**config.mk**
```make
export PLATFORM = sky130hd
export DESIGN_NAME = ebpg_gating
export DESIGN_NICKNAME = d
export VERILOG_FILES = /design/src/core/ebpg_pkg.sv /design/src/core/ebpg_gating.sv
export VERILOG_INCLUDE_DIRS = /design/src /design/src/core
export SDC_FILE = /design/constraint.sdc
export NUM_CORES = 1
export LEC_CHECK = 0
export ABC_AREA = 1
export ABC_CLOCK_PERIOD_IN_PS = 2000
export BUFFER_PORTS_ARGS = -buffer_cell sky130_fd_sc_hd__buf_2
export CAP_MARGIN = 20
export CORE_AREA = 2 2 361 363
export DETAILED_ROUTE_END_ITERATION = 8
export DIE_AREA = 0 0 363 365
export HOLD_SLACK_MARGIN = 0.05
export PLACE_DENSITY = 0.43
export SETUP_SLACK_MARGIN = 0.2
export SLEW_MARGIN = 5
export SYNTH_ARGS = -nofsm -noshare
export SYNTH_HDL_FRONTEND = slang
export SYNTH_SLANG_ARGS = --single-unit
```
**constraint.sdc**
```tcl
create_clock -name mclk -period 2 [get_ports mclk]
set_input_delay 0.2 -clock mclk [delete_from_list [all_inputs] [get_ports mclk]]
set_output_delay 0.2 -clock mclk [all_outputs]
set_load 0.03 [all_outputs]
```
**src/core/ebpg_defs.svh**
```systemverilog
`ifndef EBPG_DEFS_SVH
`define EBPG_DEFS_SVH
// ****************************************************************
// address and record field layout
// ****************************************************************
`define EBPG_ADDR_W 63
`define EBPG_SRC_PREDICTED_BIT 63
`define EBPG_FILTER_W 9
`define EBPG_FILTER_FAR_BIT 8
`define EBPG_STATUS_W 64
`define EBPG_STATUS_INTERFERENCE_BIT 60
`define EBPG_GEN_COUNTERS 4
`define EBPG_FIXED_COUNTERS 3
`endif

```
**src/core/ebpg_pkg.sv**
```systemverilog
package ebpg_pkg;
	// kind of record pushed onto the branch stack
	typedef enum logic [1:0] {EBPG_REC_NONE, EBPG_REC_ENTRY, EBPG_REC_EXIT,
		EBPG_REC_ASYNC} ebpg_rec_e;
	// enclave residency of this logical processor
	typedef enum logic [1:0] {EBPG_OUTSIDE, EBPG_IN_OPTIN, EBPG_IN_OPTOUT} ebpg_mode_e;
	// pending record stage during an asynchronous exit
	typedef enum logic [1:0] {EBPG_AX_IDLE, EBPG_AX_EVENT} ebpg_ax_e;
endpackage

```
**src/core/ebpg_gating.sv**
```systemverilog
`include "ebpg_defs.svh"
// ****************************************************************
// enclave branch record and monitoring gate
// ****************************************************************
// Functional notes
// - opt-out entry suppresses branch recording; exit afterwards lifts it
// - opt-out entry pushes no branch record itself
// - exit after recorded opt-out entry pushes one record: entry address to exit target
// - async exit after opt-out pushes entry-to-pointer record before the event's record
// - causing event's own record takes async exit pointer as its source
// - every enclave record is predicted; source bit 63 set
// - enclave records are tagged outside lock elision and restricted transactions
// - enclave transfers are far branches, filtered by filter select bit 8
// - interference flag sits at status bit 60
// - opt-in entry leaves counting, sampling and bit 60 untouched
// - opt-out entry stops fixed counter zero and general counters, not cycles
// - opt-out entry suppresses precise sampling and sets bit 60
// - sibling all-thread counters demoted to own-thread while opt-out enclave runs
// - any enclave exit lifts all monitoring suppression on this thread
// - enclave exit restores demoted sibling counters to all-thread
// - supervisor ops and key/report leaves report their own address as event ip
// - opt-in entry reports its address; opt-out entry produces no sample
// - sample pending at exit reports exit address or last entry address
// - sample pending after async exit reports saved address or last entry address
// - second sample taken after exiting event reports async exit pointer
// - opt-in with recording pushes a record for each enclave branch the far filter keeps
module ebpg_gating
	import ebpg_pkg::*;
(
	input wire logic mclk, // core clock
	input wire logic reset_n, // async reset, active low
	input wire logic enterValid, // enter or resume retires
	input wire logic enterOptOut, // entry is opt-out
	input wire logic [`EBPG_ADDR_W-1:0] enterIp, // entering instruction address
	input wire logic [`EBPG_ADDR_W-1:0] enterTarget, // entry destination
	input wire logic exitValid, // exit leaf retires
	input wire logic [`EBPG_ADDR_W-1:0] exitIp, // exit instruction address
	input wire logic [`EBPG_ADDR_W-1:0] exitTarget, // exit destination
	input wire logic asyncValid, // asynchronous exit happens
	input wire logic [`EBPG_ADDR_W-1:0] asyncPointer, // async exit pointer
	input wire logic [`EBPG_ADDR_W-1:0] saveAreaIp, // address saved in state save area
	input wire logic eventPushes, // causing event pushes a record
	input wire logic [`EBPG_ADDR_W-1:0] eventTarget, // causing event destination
	input wire logic branchValid, // branch retires inside enclave
	input wire logic [`EBPG_ADDR_W-1:0] branchIp, // branch source
	input wire logic [`EBPG_ADDR_W-1:0] branchTarget, // branch destination
	input wire logic branchFar, // branch is far
	input wire logic leafValid, // other enclave leaf retires
	input wire logic leafSupervisor, // leaf is a supervisor op
	input wire logic leafKeyOrReport, // user leaf is key fetch or report
	input wire logic [`EBPG_ADDR_W-1:0] leafIp, // leaf instruction address
	input wire logic sampleDue, // precise event pending at boundary
	input wire logic eeeSampleDue, // second event at end of exiting event
	input wire logic recordEnable, // branch recording enabled
	input wire logic [`EBPG_FILTER_W-1:0] branchFilterSelect, // filter bits, set = drop
	input wire logic siblingOptOut, // sibling runs an opt-out enclave
	input wire logic [`EBPG_GEN_COUNTERS-1:0] siblingAllThread, // sibling general all_thread_count
	input wire logic [`EBPG_FIXED_COUNTERS-1:0] siblingFixedAllThread, // sibling fixed all-thread
	input wire logic statusClear, // software clears the flag
	output logic recPush, // branch record push strobe
	output logic [63:0] branchSourceSlot, // record source incl. predicted bit
	output logic [63:0] branchTargetSlot, // record target
	output logic recInTransaction, // record inside elision/transaction
	output logic samplePush, // precise record strobe
	output logic [`EBPG_ADDR_W-1:0] eventIp, // event ip of the record
	output logic [`EBPG_STATUS_W-1:0] globalCounterStatus, // status word
	output logic fixedZeroEnable, // fixed_counter_zero may count
	output logic [`EBPG_GEN_COUNTERS-1:0] generalEnable, // general_counter_x may count
	output logic cycleCountEnable, // fixed one and two always count
	output logic samplingSuppressed, // precise sampling off for thread
	output logic [`EBPG_GEN_COUNTERS-1:0] siblingEffAllThread, // sibling general, after demotion
	output logic [`EBPG_FIXED_COUNTERS-1:0] siblingFixedEffAll, // sibling fixed, after demotion
	output ebpg_mode_e enclaveMode // current residency
);
	// ****************************************************************
	// thread state
	// ****************************************************************
	ebpg_mode_e mode_reg, mode_next;
	logic [`EBPG_ADDR_W-1:0] entryIp_reg, entryIp_next;
	logic recAtEntry_reg, recAtEntry_next;
	logic flag_reg, flag_next;
	ebpg_ax_e ax_reg, ax_next;
	logic [`EBPG_ADDR_W-1:0] axPtr_reg, axPtr_next, axTgt_reg, axTgt_next;
	logic push_reg, push_next, samp_reg, samp_next;
	logic [`EBPG_ADDR_W-1:0] src_reg, src_next, tgt_reg, tgt_next, eip_reg, eip_next;

	// far-branch filter: set bit drops the record
	function automatic logic farAllowed(input logic [`EBPG_FILTER_W-1:0] sel);
		farAllowed = !sel[`EBPG_FILTER_FAR_BIT];
	endfunction

	// next state; one transfer per cycle, async exit wins over others
	always_comb
	begin
		mode_next = mode_reg;
		entryIp_next = entryIp_reg;
		recAtEntry_next = recAtEntry_reg;
		flag_next = flag_reg;
		ax_next = EBPG_AX_IDLE;
		axPtr_next = axPtr_reg;
		axTgt_next = axTgt_reg;
		push_next = 1'b0;
		samp_next = 1'b0;
		src_next = src_reg;
		tgt_next = tgt_reg;
		eip_next = eip_reg;
		// flag: software clear loses to a new opt-out entry
		if (statusClear)
			flag_next = 1'b0;
		if (ax_reg == EBPG_AX_EVENT)
		begin
			// event record follows the async exit record (entry or saved address to pointer) one cycle later
			push_next = recordEnable && farAllowed(branchFilterSelect);
			src_next = axPtr_reg;
			tgt_next = axTgt_reg;
			samp_next = eeeSampleDue;
			eip_next = axPtr_reg;
		end
		else if (asyncValid && mode_reg != EBPG_OUTSIDE)
		begin
			mode_next = EBPG_OUTSIDE;
			axPtr_next = asyncPointer;
			axTgt_next = eventTarget;
			if (eventPushes)
				ax_next = EBPG_AX_EVENT;
			if (mode_reg == EBPG_IN_OPTOUT)
			begin
				push_next = recAtEntry_reg && farAllowed(branchFilterSelect);
				src_next = entryIp_reg;
				eip_next = entryIp_reg;
			end
			else
			begin
				push_next = recordEnable && farAllowed(branchFilterSelect);
				src_next = saveAreaIp;
				eip_next = saveAreaIp;
			end
			tgt_next = asyncPointer;
			samp_next = sampleDue;
		end
		else if (exitValid && mode_reg != EBPG_OUTSIDE)
		begin
			mode_next = EBPG_OUTSIDE;
			if (mode_reg == EBPG_IN_OPTOUT)
			begin
				push_next = recAtEntry_reg && farAllowed(branchFilterSelect);
				src_next = entryIp_reg;
				eip_next = entryIp_reg;
			end
			else
			begin
				push_next = recordEnable && farAllowed(branchFilterSelect);
				src_next = exitIp;
				eip_next = exitIp;
			end
			tgt_next = exitTarget;
			samp_next = sampleDue;
		end
		else if (enterValid)
		begin
			entryIp_next = enterIp;
			recAtEntry_next = recordEnable;
			src_next = enterIp;
			tgt_next = enterTarget;
			eip_next = enterIp;
			if (enterOptOut)
			begin
				mode_next = EBPG_IN_OPTOUT;
				flag_next = 1'b1;
			end
			else
			begin
				mode_next = EBPG_IN_OPTIN;
				push_next = recordEnable && farAllowed(branchFilterSelect);
				samp_next = sampleDue;
			end
		end
		else if (leafValid && (leafSupervisor || leafKeyOrReport))
		begin
			// opt-out user leaves are never sampled
			samp_next = sampleDue && (leafSupervisor || mode_reg != EBPG_IN_OPTOUT);
			eip_next = leafIp;
		end
		else if (branchValid && mode_reg == EBPG_IN_OPTIN)
		begin
			push_next = recordEnable && (farAllowed(branchFilterSelect) || !branchFar);
			src_next = branchIp;
			tgt_next = branchTarget;
		end
	end

	// registers only
	always_ff @(posedge mclk or negedge reset_n)
	begin
		if (!reset_n)
		begin
			mode_reg <= EBPG_OUTSIDE;
			entryIp_reg <= 63'h0000_0000_0000_0000;
			recAtEntry_reg <= 1'b0;
			flag_reg <= 1'b0;
			ax_reg <= EBPG_AX_IDLE;
			axPtr_reg <= 63'h0000_0000_0000_0000;
			axTgt_reg <= 63'h0000_0000_0000_0000;
			push_reg <= 1'b0;
			samp_reg <= 1'b0;
			src_reg <= 63'h0000_0000_0000_0000;
			tgt_reg <= 63'h0000_0000_0000_0000;
			eip_reg <= 63'h0000_0000_0000_0000;
		end
		else
		begin
			mode_reg <= mode_next;
			entryIp_reg <= entryIp_next;
			recAtEntry_reg <= recAtEntry_next;
			flag_reg <= flag_next;
			ax_reg <= ax_next;
			axPtr_reg <= axPtr_next;
			axTgt_reg <= axTgt_next;
			push_reg <= push_next;
			samp_reg <= samp_next;
			src_reg <= src_next;
			tgt_reg <= tgt_next;
			eip_reg <= eip_next;
		end
	end

	// ****************************************************************
	// outputs
	// ****************************************************************
	assign recPush = push_reg;
	assign branchSourceSlot = {1'b1, src_reg};
	assign branchTargetSlot = {1'b0, tgt_reg};
	assign recInTransaction = 1'b0;
	assign samplePush = samp_reg;
	assign eventIp = eip_reg;
	// only the flag bit is owned here; others read zero
	always_comb
	begin
		globalCounterStatus = 64'h0000_0000_0000_0000;
		globalCounterStatus[`EBPG_STATUS_INTERFERENCE_BIT] = flag_reg;
	end
	// suppression follows residency so exit lifts it the next cycle
	assign fixedZeroEnable = mode_reg != EBPG_IN_OPTOUT;
	assign generalEnable = {`EBPG_GEN_COUNTERS{mode_reg != EBPG_IN_OPTOUT}};
	assign cycleCountEnable = 1'b1;
	assign samplingSuppressed = mode_reg == EBPG_IN_OPTOUT;
	// demotion is live: clears as soon as the sibling leaves its enclave
	assign siblingEffAllThread = siblingAllThread
		& {`EBPG_GEN_COUNTERS{!siblingOptOut}};
	assign siblingFixedEffAll = siblingFixedAllThread
		& {`EBPG_FIXED_COUNTERS{!siblingOptOut}};
	assign enclaveMode = mode_reg;
endmodule // ebpg_gating

```
==> flow_summary.ini, run 1 <==
[critical_path]
crit_path_top_delay_cell = dfrtp_4
max_stage_delay_ps = 490
path_max_fanout = 38
cpMostUsedCell = buf_12
worstSetupStartpoint = enclaveMode[1]
r2r-start = enclaveMode[1]
crit_end = entryIp_reg[22]
cp-start-kind = flip-flop
r2r-end = entryIp_reg[22]
rr_worst_depth = 12
cp.required_ps = 2510
crit_type = reg -> reg
rrSetupSlack_ps = -20
path_cells = buf_8 > inv_8 > nand2_8 > o21ai_4 > buf_12 > buf_6 > buf_12 > nand3_4 > buf_12 > buf_12 > nand2_1 > o21ai_0
worstPathArrival_ps = 2530
cp-end-kind = flip-flop

[floorplanning]
start_util = 0.1851
core_area_mm2 = 0.1287
die_area_mm2 = 0.1325
dieWidth_um = 363
pin_count = 937
die_h_um = 365
num_rows = 132

[placement]
place_inst = 6396
port_buffers = 861
globalplace.congestion = 0.9018
dp_hpwl_um = 101100
post_dp_cell_area_mm2 = 0.03141

[clocking]
htreeDepth = 2
root_buffer = clkbuf_16
cts_sinks = 385
tritoncts = built
clk_pin_slew_ps = 60
cts.path.max_buffers = 3
numCtsBuffers = 51
clock_latency_ps = 640

[logic_synthesis]
ys_dominant_reg_cell = dfrtp_1
synthTopCellsByArea = dfrtp_1 40%, nand2_1 32%, nor2_1 7.2%
ys_seq_area_frac = 0.4046
post-synth-top-count-cell = nand2_1
syn_inst = 3867
async_flop_share = 1.000
synth_warnings = 0
synth_top_area_share = 0.4046
syn_area_mm2 = 0.02381
ys_types = 22
synth_commonest_cells = 2,003 x nand2_1, 455 x nor2_1, 385 x dfrtp_1, 264 x nand3_1, 248 x inv_1
synth.avg_cell_area_um2 = 6.158
synth_top_area_cell = dfrtp_1
synth_edf_count = 0
synth_seq_cells = 385

[routing]
first_pass_iters = 5
drt_iter0_drc = 2087
viasPerCell = 4.347
antenna_left = 0
vias = 30599
drc = 0
wirelength_um = 154700
wl_per_cell_um = 21.97

[global_route]
first_global_vias = 29343
grt_max_degree = 58
grt_usage = 0.2183
grt_pass1_wl_um = 208000
grt_overflow = 0
antenna_found_initial = 15

[run_status]
violations = setup timing
status = finished, violations left

[timing]
clock_skew_ps = 31.31
tns_ps = -114.0
worst_slack_ps = -15.84
rsz0062_at_grt = yes
fin_crit_ps = 2016
fmax_mhz = 496.1
drv_slew = 0
min_period_over_period = 1.008
holdWs_ps = 74.31
relSlewSlack = 0.6340
hold_violations = 0
setup_viol = 16
worst_pin_slew_ps = 549.0

[final_layout]
utilization = 0.3325
instances_no_fill = 7039
fillers = 13864
layout-drive-gt1-share = 0.3297
syn_to_final_growth_pct = 79.66
stdcell_area_mm2 = 0.04278
layout.nets = 5987

[hold_path]
hold_path_class = in -> reg

[power_and_ir_drop]
irDropWorstVdd_uv = 692.2
p_leak_nw = 24.05
powerDensity_mw_per_mm2 = 1115

[flow_run]
max-cap-violations = 0
## logic make-up after synthesis
logic type	Yosys count	synth area share
AO/OA/AOI/OAI	203	0.04298
flip-flops	385	0.4046
AND/OR/NAND/NOR	2728	0.4454
other	2	0.0003154
buffers and inverters	549	0.1067
## worst min path at each step
| stage | startpoint | end | slack, ps | depth (start not counted) |
|---|---|---|---|---|
| 2_1_floorplan | reset_n | axPtr_reg[0] | -100 | 0 |
| 3_3_place_gp | reset_n | eventIp[12] | 100 | 1 |
| 3_5_place_dp | reset_n | eventIp[12] | 100 | 1 |
| 4_1_cts | saveAreaIp[27] | eventIp[27] | 50 | 7 |
| 5_1_grt | saveAreaIp[24] | eventIp[24] | 100 | 7 |
| 6_report | saveAreaIp[20] | eventIp[20] | 70 | 7 |
## per-stage QoR
| stage | total power (W) | setup slack (ps) |
|---|---|---|
| floorplan | 0.02336 | 284.9 |
| global placement | 0.03138 | 31.67 |
| detailed placement | 0.03144 | 14.16 |
| CTS | 0.04587 | -20.91 |
| global route | 0.05038 | -117.8 |
| finish | 0.04772 | -15.84 |
## critical path: cells and delay by family, from the launching register on
kind	cells	cell delay (ps)
AO/OA/AOI/OAI	2	190
buffers and inverters	7	930
flip-flops	1	490
AND/OR/NAND/NOR	3	230
## area by class of cell
type | count | area [um^2] | area share
tap | 1675 | 2096 | 0.04899
timing repair buffer | 1633 | 14420 | 0.3371
clock inverter | 15 | 145.1 | 0.003393
sequential | 385 | 9642 | 0.2254
antenna | 7 | 17.52 | 0.0004095
clock buffer | 71 | 1483 | 0.03466
inverter | 255 | 1026 | 0.02398
multi-input combinational | 2998 | 13950 | 0.3261
## layer usage
metal | GRT usage | wire, um
met2 | 0.3563 | 71190
met1 | 0.2976 | 69060
met3 | 0.03342 | 9838
met4 | 0.06208 | 4507
met5 | 0 | 54
## report_power, final
group          total [W]  internal [W]  switching, W
Combinational     0.0246       0.00956        0.0151
Sequential        0.0137        0.0111       0.00262
Clock            0.00937       0.00538       0.00399
Total             0.0477        0.0260        0.0217
## layout by cell type (no fill, tap or decap), types with 109 or more instances in the layout
| cell | Yosys | layout |
|---|---|---|
| buf_2 | 126 | 852 |
| buf_4 | 74 | 145 |
| dfrtp_1 | 385 | 383 |
| dlygate4sd3_1 | 0 | 375 |
| inv_1 | 248 | 245 |
| nand2_1 | 2003 | 1769 |
| nand2_2 | 1 | 152 |
| nand3_1 | 264 | 192 |
| nor2_1 | 455 | 384 |
| o21ai_0 | 129 | 109 |
## repair_timing
| item | in CTS | in global routing |
|---|---|---|
| cloned | 61 | 18 |
| buffers inserted | 69 | 26 |
| hold endpoints to repair | 659 | 0 |
| pin swaps | 116 | 173 |
| setup endpoints to repair | 364 | 391 |
| resized for setup | 392 | 418 |
| hold buffers | 376 | 0 |
(Power assumes the default switching activity.)
==> inputs of run 2 (changes only) <==
--- a/config.mk
+++ b/config.mk
@@ -15,7 +15,6 @@
 export DIE_AREA = 0 0 363 365
 export HOLD_SLACK_MARGIN = 0.05
 export PLACE_DENSITY = 0.43
-export SETUP_SLACK_MARGIN = 0.2
 export SLEW_MARGIN = 5
 export SYNTH_ARGS = -nofsm -noshare
 export SYNTH_HDL_FRONTEND = slang
==> flow_summary.ini, run 2 (same netlist as run 1, synthesis figures left out) <==
[run_status]
status = finished clean

[floorplanning]
start_util = 0.1851
die_area_mm2 = 0.1325
core_area_mm2 = 0.1287
num_rows = 132
die_h_um = 365
pin_count = 937
dieWidth_um = 363

[routing]
viasPerCell = 4.246
antenna_left = 0
drt_iter0_drc = 1867
drc = 0
wl_per_cell_um = 20.47
vias = 29400
first_pass_iters = 5
wirelength_um = 141800

[global_route]
grt_max_degree = 71
antenna_found_initial = 11
busiest_layer = met2
grt_pass1_wl_um = 187200
met3_usage = 0.02917
grt_overflow = 0
grt_use_met1 = 0.2641
grt_usage = 0.1913
first_global_vias = 28104
use_met2 = 0.3090

[final_layout]
layout-drive-gt1-share = 0.2387
syn_to_final_growth_pct = 59.91
stdcell_area_mm2 = 0.03808
utilization = 0.2960
layout_commonest_cell = nand2_1
layout.nets = 5870
final_cell_mix = 1,996 x nand2_1, 853 x buf_2, 448 x nor2_1

[placement]
globalplace.congestion = 0.9018
port_buffers = 861
post_dp_cell_area_mm2 = 0.03141
dp_hpwl_um = 101100

[timing]
clock_skew_ps = 29.77
hold_violations = 0
fmax_mhz = 508.4
worst_pin_slew_ps = 531.2
rsz0062_at_grt = yes
min_period_over_period = 0.9836
drv_slew = 0
relSlewSlack = 0.6459
fin_crit_ps = 1967
setup_viol = 0

[power_and_ir_drop]
powerDensity_mw_per_mm2 = 1123
clkPwrFrac = 0.218
irDropWorstVdd_uv = 676.0
intPower_w = 0.02333
p_leak_nw = 21.83
seq_power_share = 0.313
switchingPower_w = 0.01944
netSwitchingFraction = 0.4545
combPwrFrac = 0.469

[critical_path]
path_max_fanout = 8
cp.required_ps = 2570
crit_type = reg -> reg
cp-start-kind = flip-flop
worstPathArrival_ps = 2530
cp-end-kind = flip-flop

[clocking]
tritoncts = built
clock_latency_ps = 640
numCtsBuffers = 51
root_buffer = clkbuf_16
htreeDepth = 2
cts.path.max_buffers = 3
clk_pin_slew_ps = 60
cts_sinks = 385

[flow_run]
max-cap-violations = 0

[hold_path]
hold_path_class = in -> reg
run 2: cell types whose count changed in the layout (fill, tap and decap cells not counted), sizes merged:
cell,change
diode,+2
buf,-120
bufbuf,-3
clkinv,+1
inv,-1
dlygate4sd3,+5
clkbuf,+1
run 2: layout make-up:
type	instances	area [um^2]
multi-input combinational	2998	12010
fill	14288	90580
antenna	9	22.52
clock buffer	71	1483
inverter	255	1006
tap	1675	2096
timing repair buffer	1516	11670
clock inverter	15	145.1
sequential	385	9642
run 2: path summary, 6_finish.rpt:
kind	end	cells after the start	slack, ps	startpoint
hold / removal	src_reg[26]	9	90	branchIp[26]
min in group asynchronous	entryIp_reg[19]	3	220	reset_n
max in group asynchronous	axPtr_reg[39]	4	1280	reset_n
setup reg to reg	tgt_reg[17]	11	30	enclaveMode[1]
setup / recovery	tgt_reg[17]	11	30	enclaveMode[1]
hold reg to reg	axPtr_reg[1]	2	470	axPtr_reg[1]
run 2: what timing repair did:
| action | in CTS | in global routing |
|---|---|---|
| setup endpoints to repair | 9 | 365 |
| resized for setup | 25 | 74 |
| gates cloned | 2 | 24 |
| buffers inserted | 9 | 17 |
| hold buffers | 381 | 0 |
| pin swaps | 0 | 3 |
| endpoints found under the hold margin | 664 | 0 |
run 2: worst max-delay path: stages (launching register included):
cell and delay, ps:
dfrtp_4 490, buf_8 150, inv_6 60, nand2_4 80
o21ai_4 160, nand3_4 180, buf_6 180, clkinv_8 90
buf_16 170, clkbuf_16 190, nand2_1 60, nand2_1 60
run 2: metal layers:
layer / up-vias / routed length [um]
met1: 13894 / 64840
met5: - / 32
met2: 1032 / 64970
met3: 169 / 8531
met4: 6 / 3383
li1: 14299 / -
run 2: stage by stage:
stage / cells / hold WS [ps] / power, W / worst slack (ps) / setup TNS [ps]
after global routing: 6920 / 94.12 / 0.04548 / -29.89 / -333.0
after detailed placement: 6396 / 97.04 / 0.03144 / 14.16 / 0
after CTS: 6874 / 50.90 / 0.04189 / -50.90 / -996.5
after floorplan: 3932 / -95.59 / 0.02336 / 284.9 / 0
after global placement: 6396 / 103.0 / 0.03138 / 31.67 / 0
final: 6924 / 89.49 / 0.04277 / 32.88 / 0
run 2: power groups by stage:
stage / Clock [W] / Combinational, W / Sequential, W
5_1_grt: 0.00990 / 0.0218 / 0.0137
3_5_place_dp: 0 / 0.0180 / 0.0134
6_report: 0.00934 / 0.0201 / 0.0134
2_1_floorplan: 0 / 0.00749 / 0.0159
3_3_place_gp: 0 / 0.0179 / 0.0134
4_1_cts: 0.00963 / 0.0189 / 0.0133
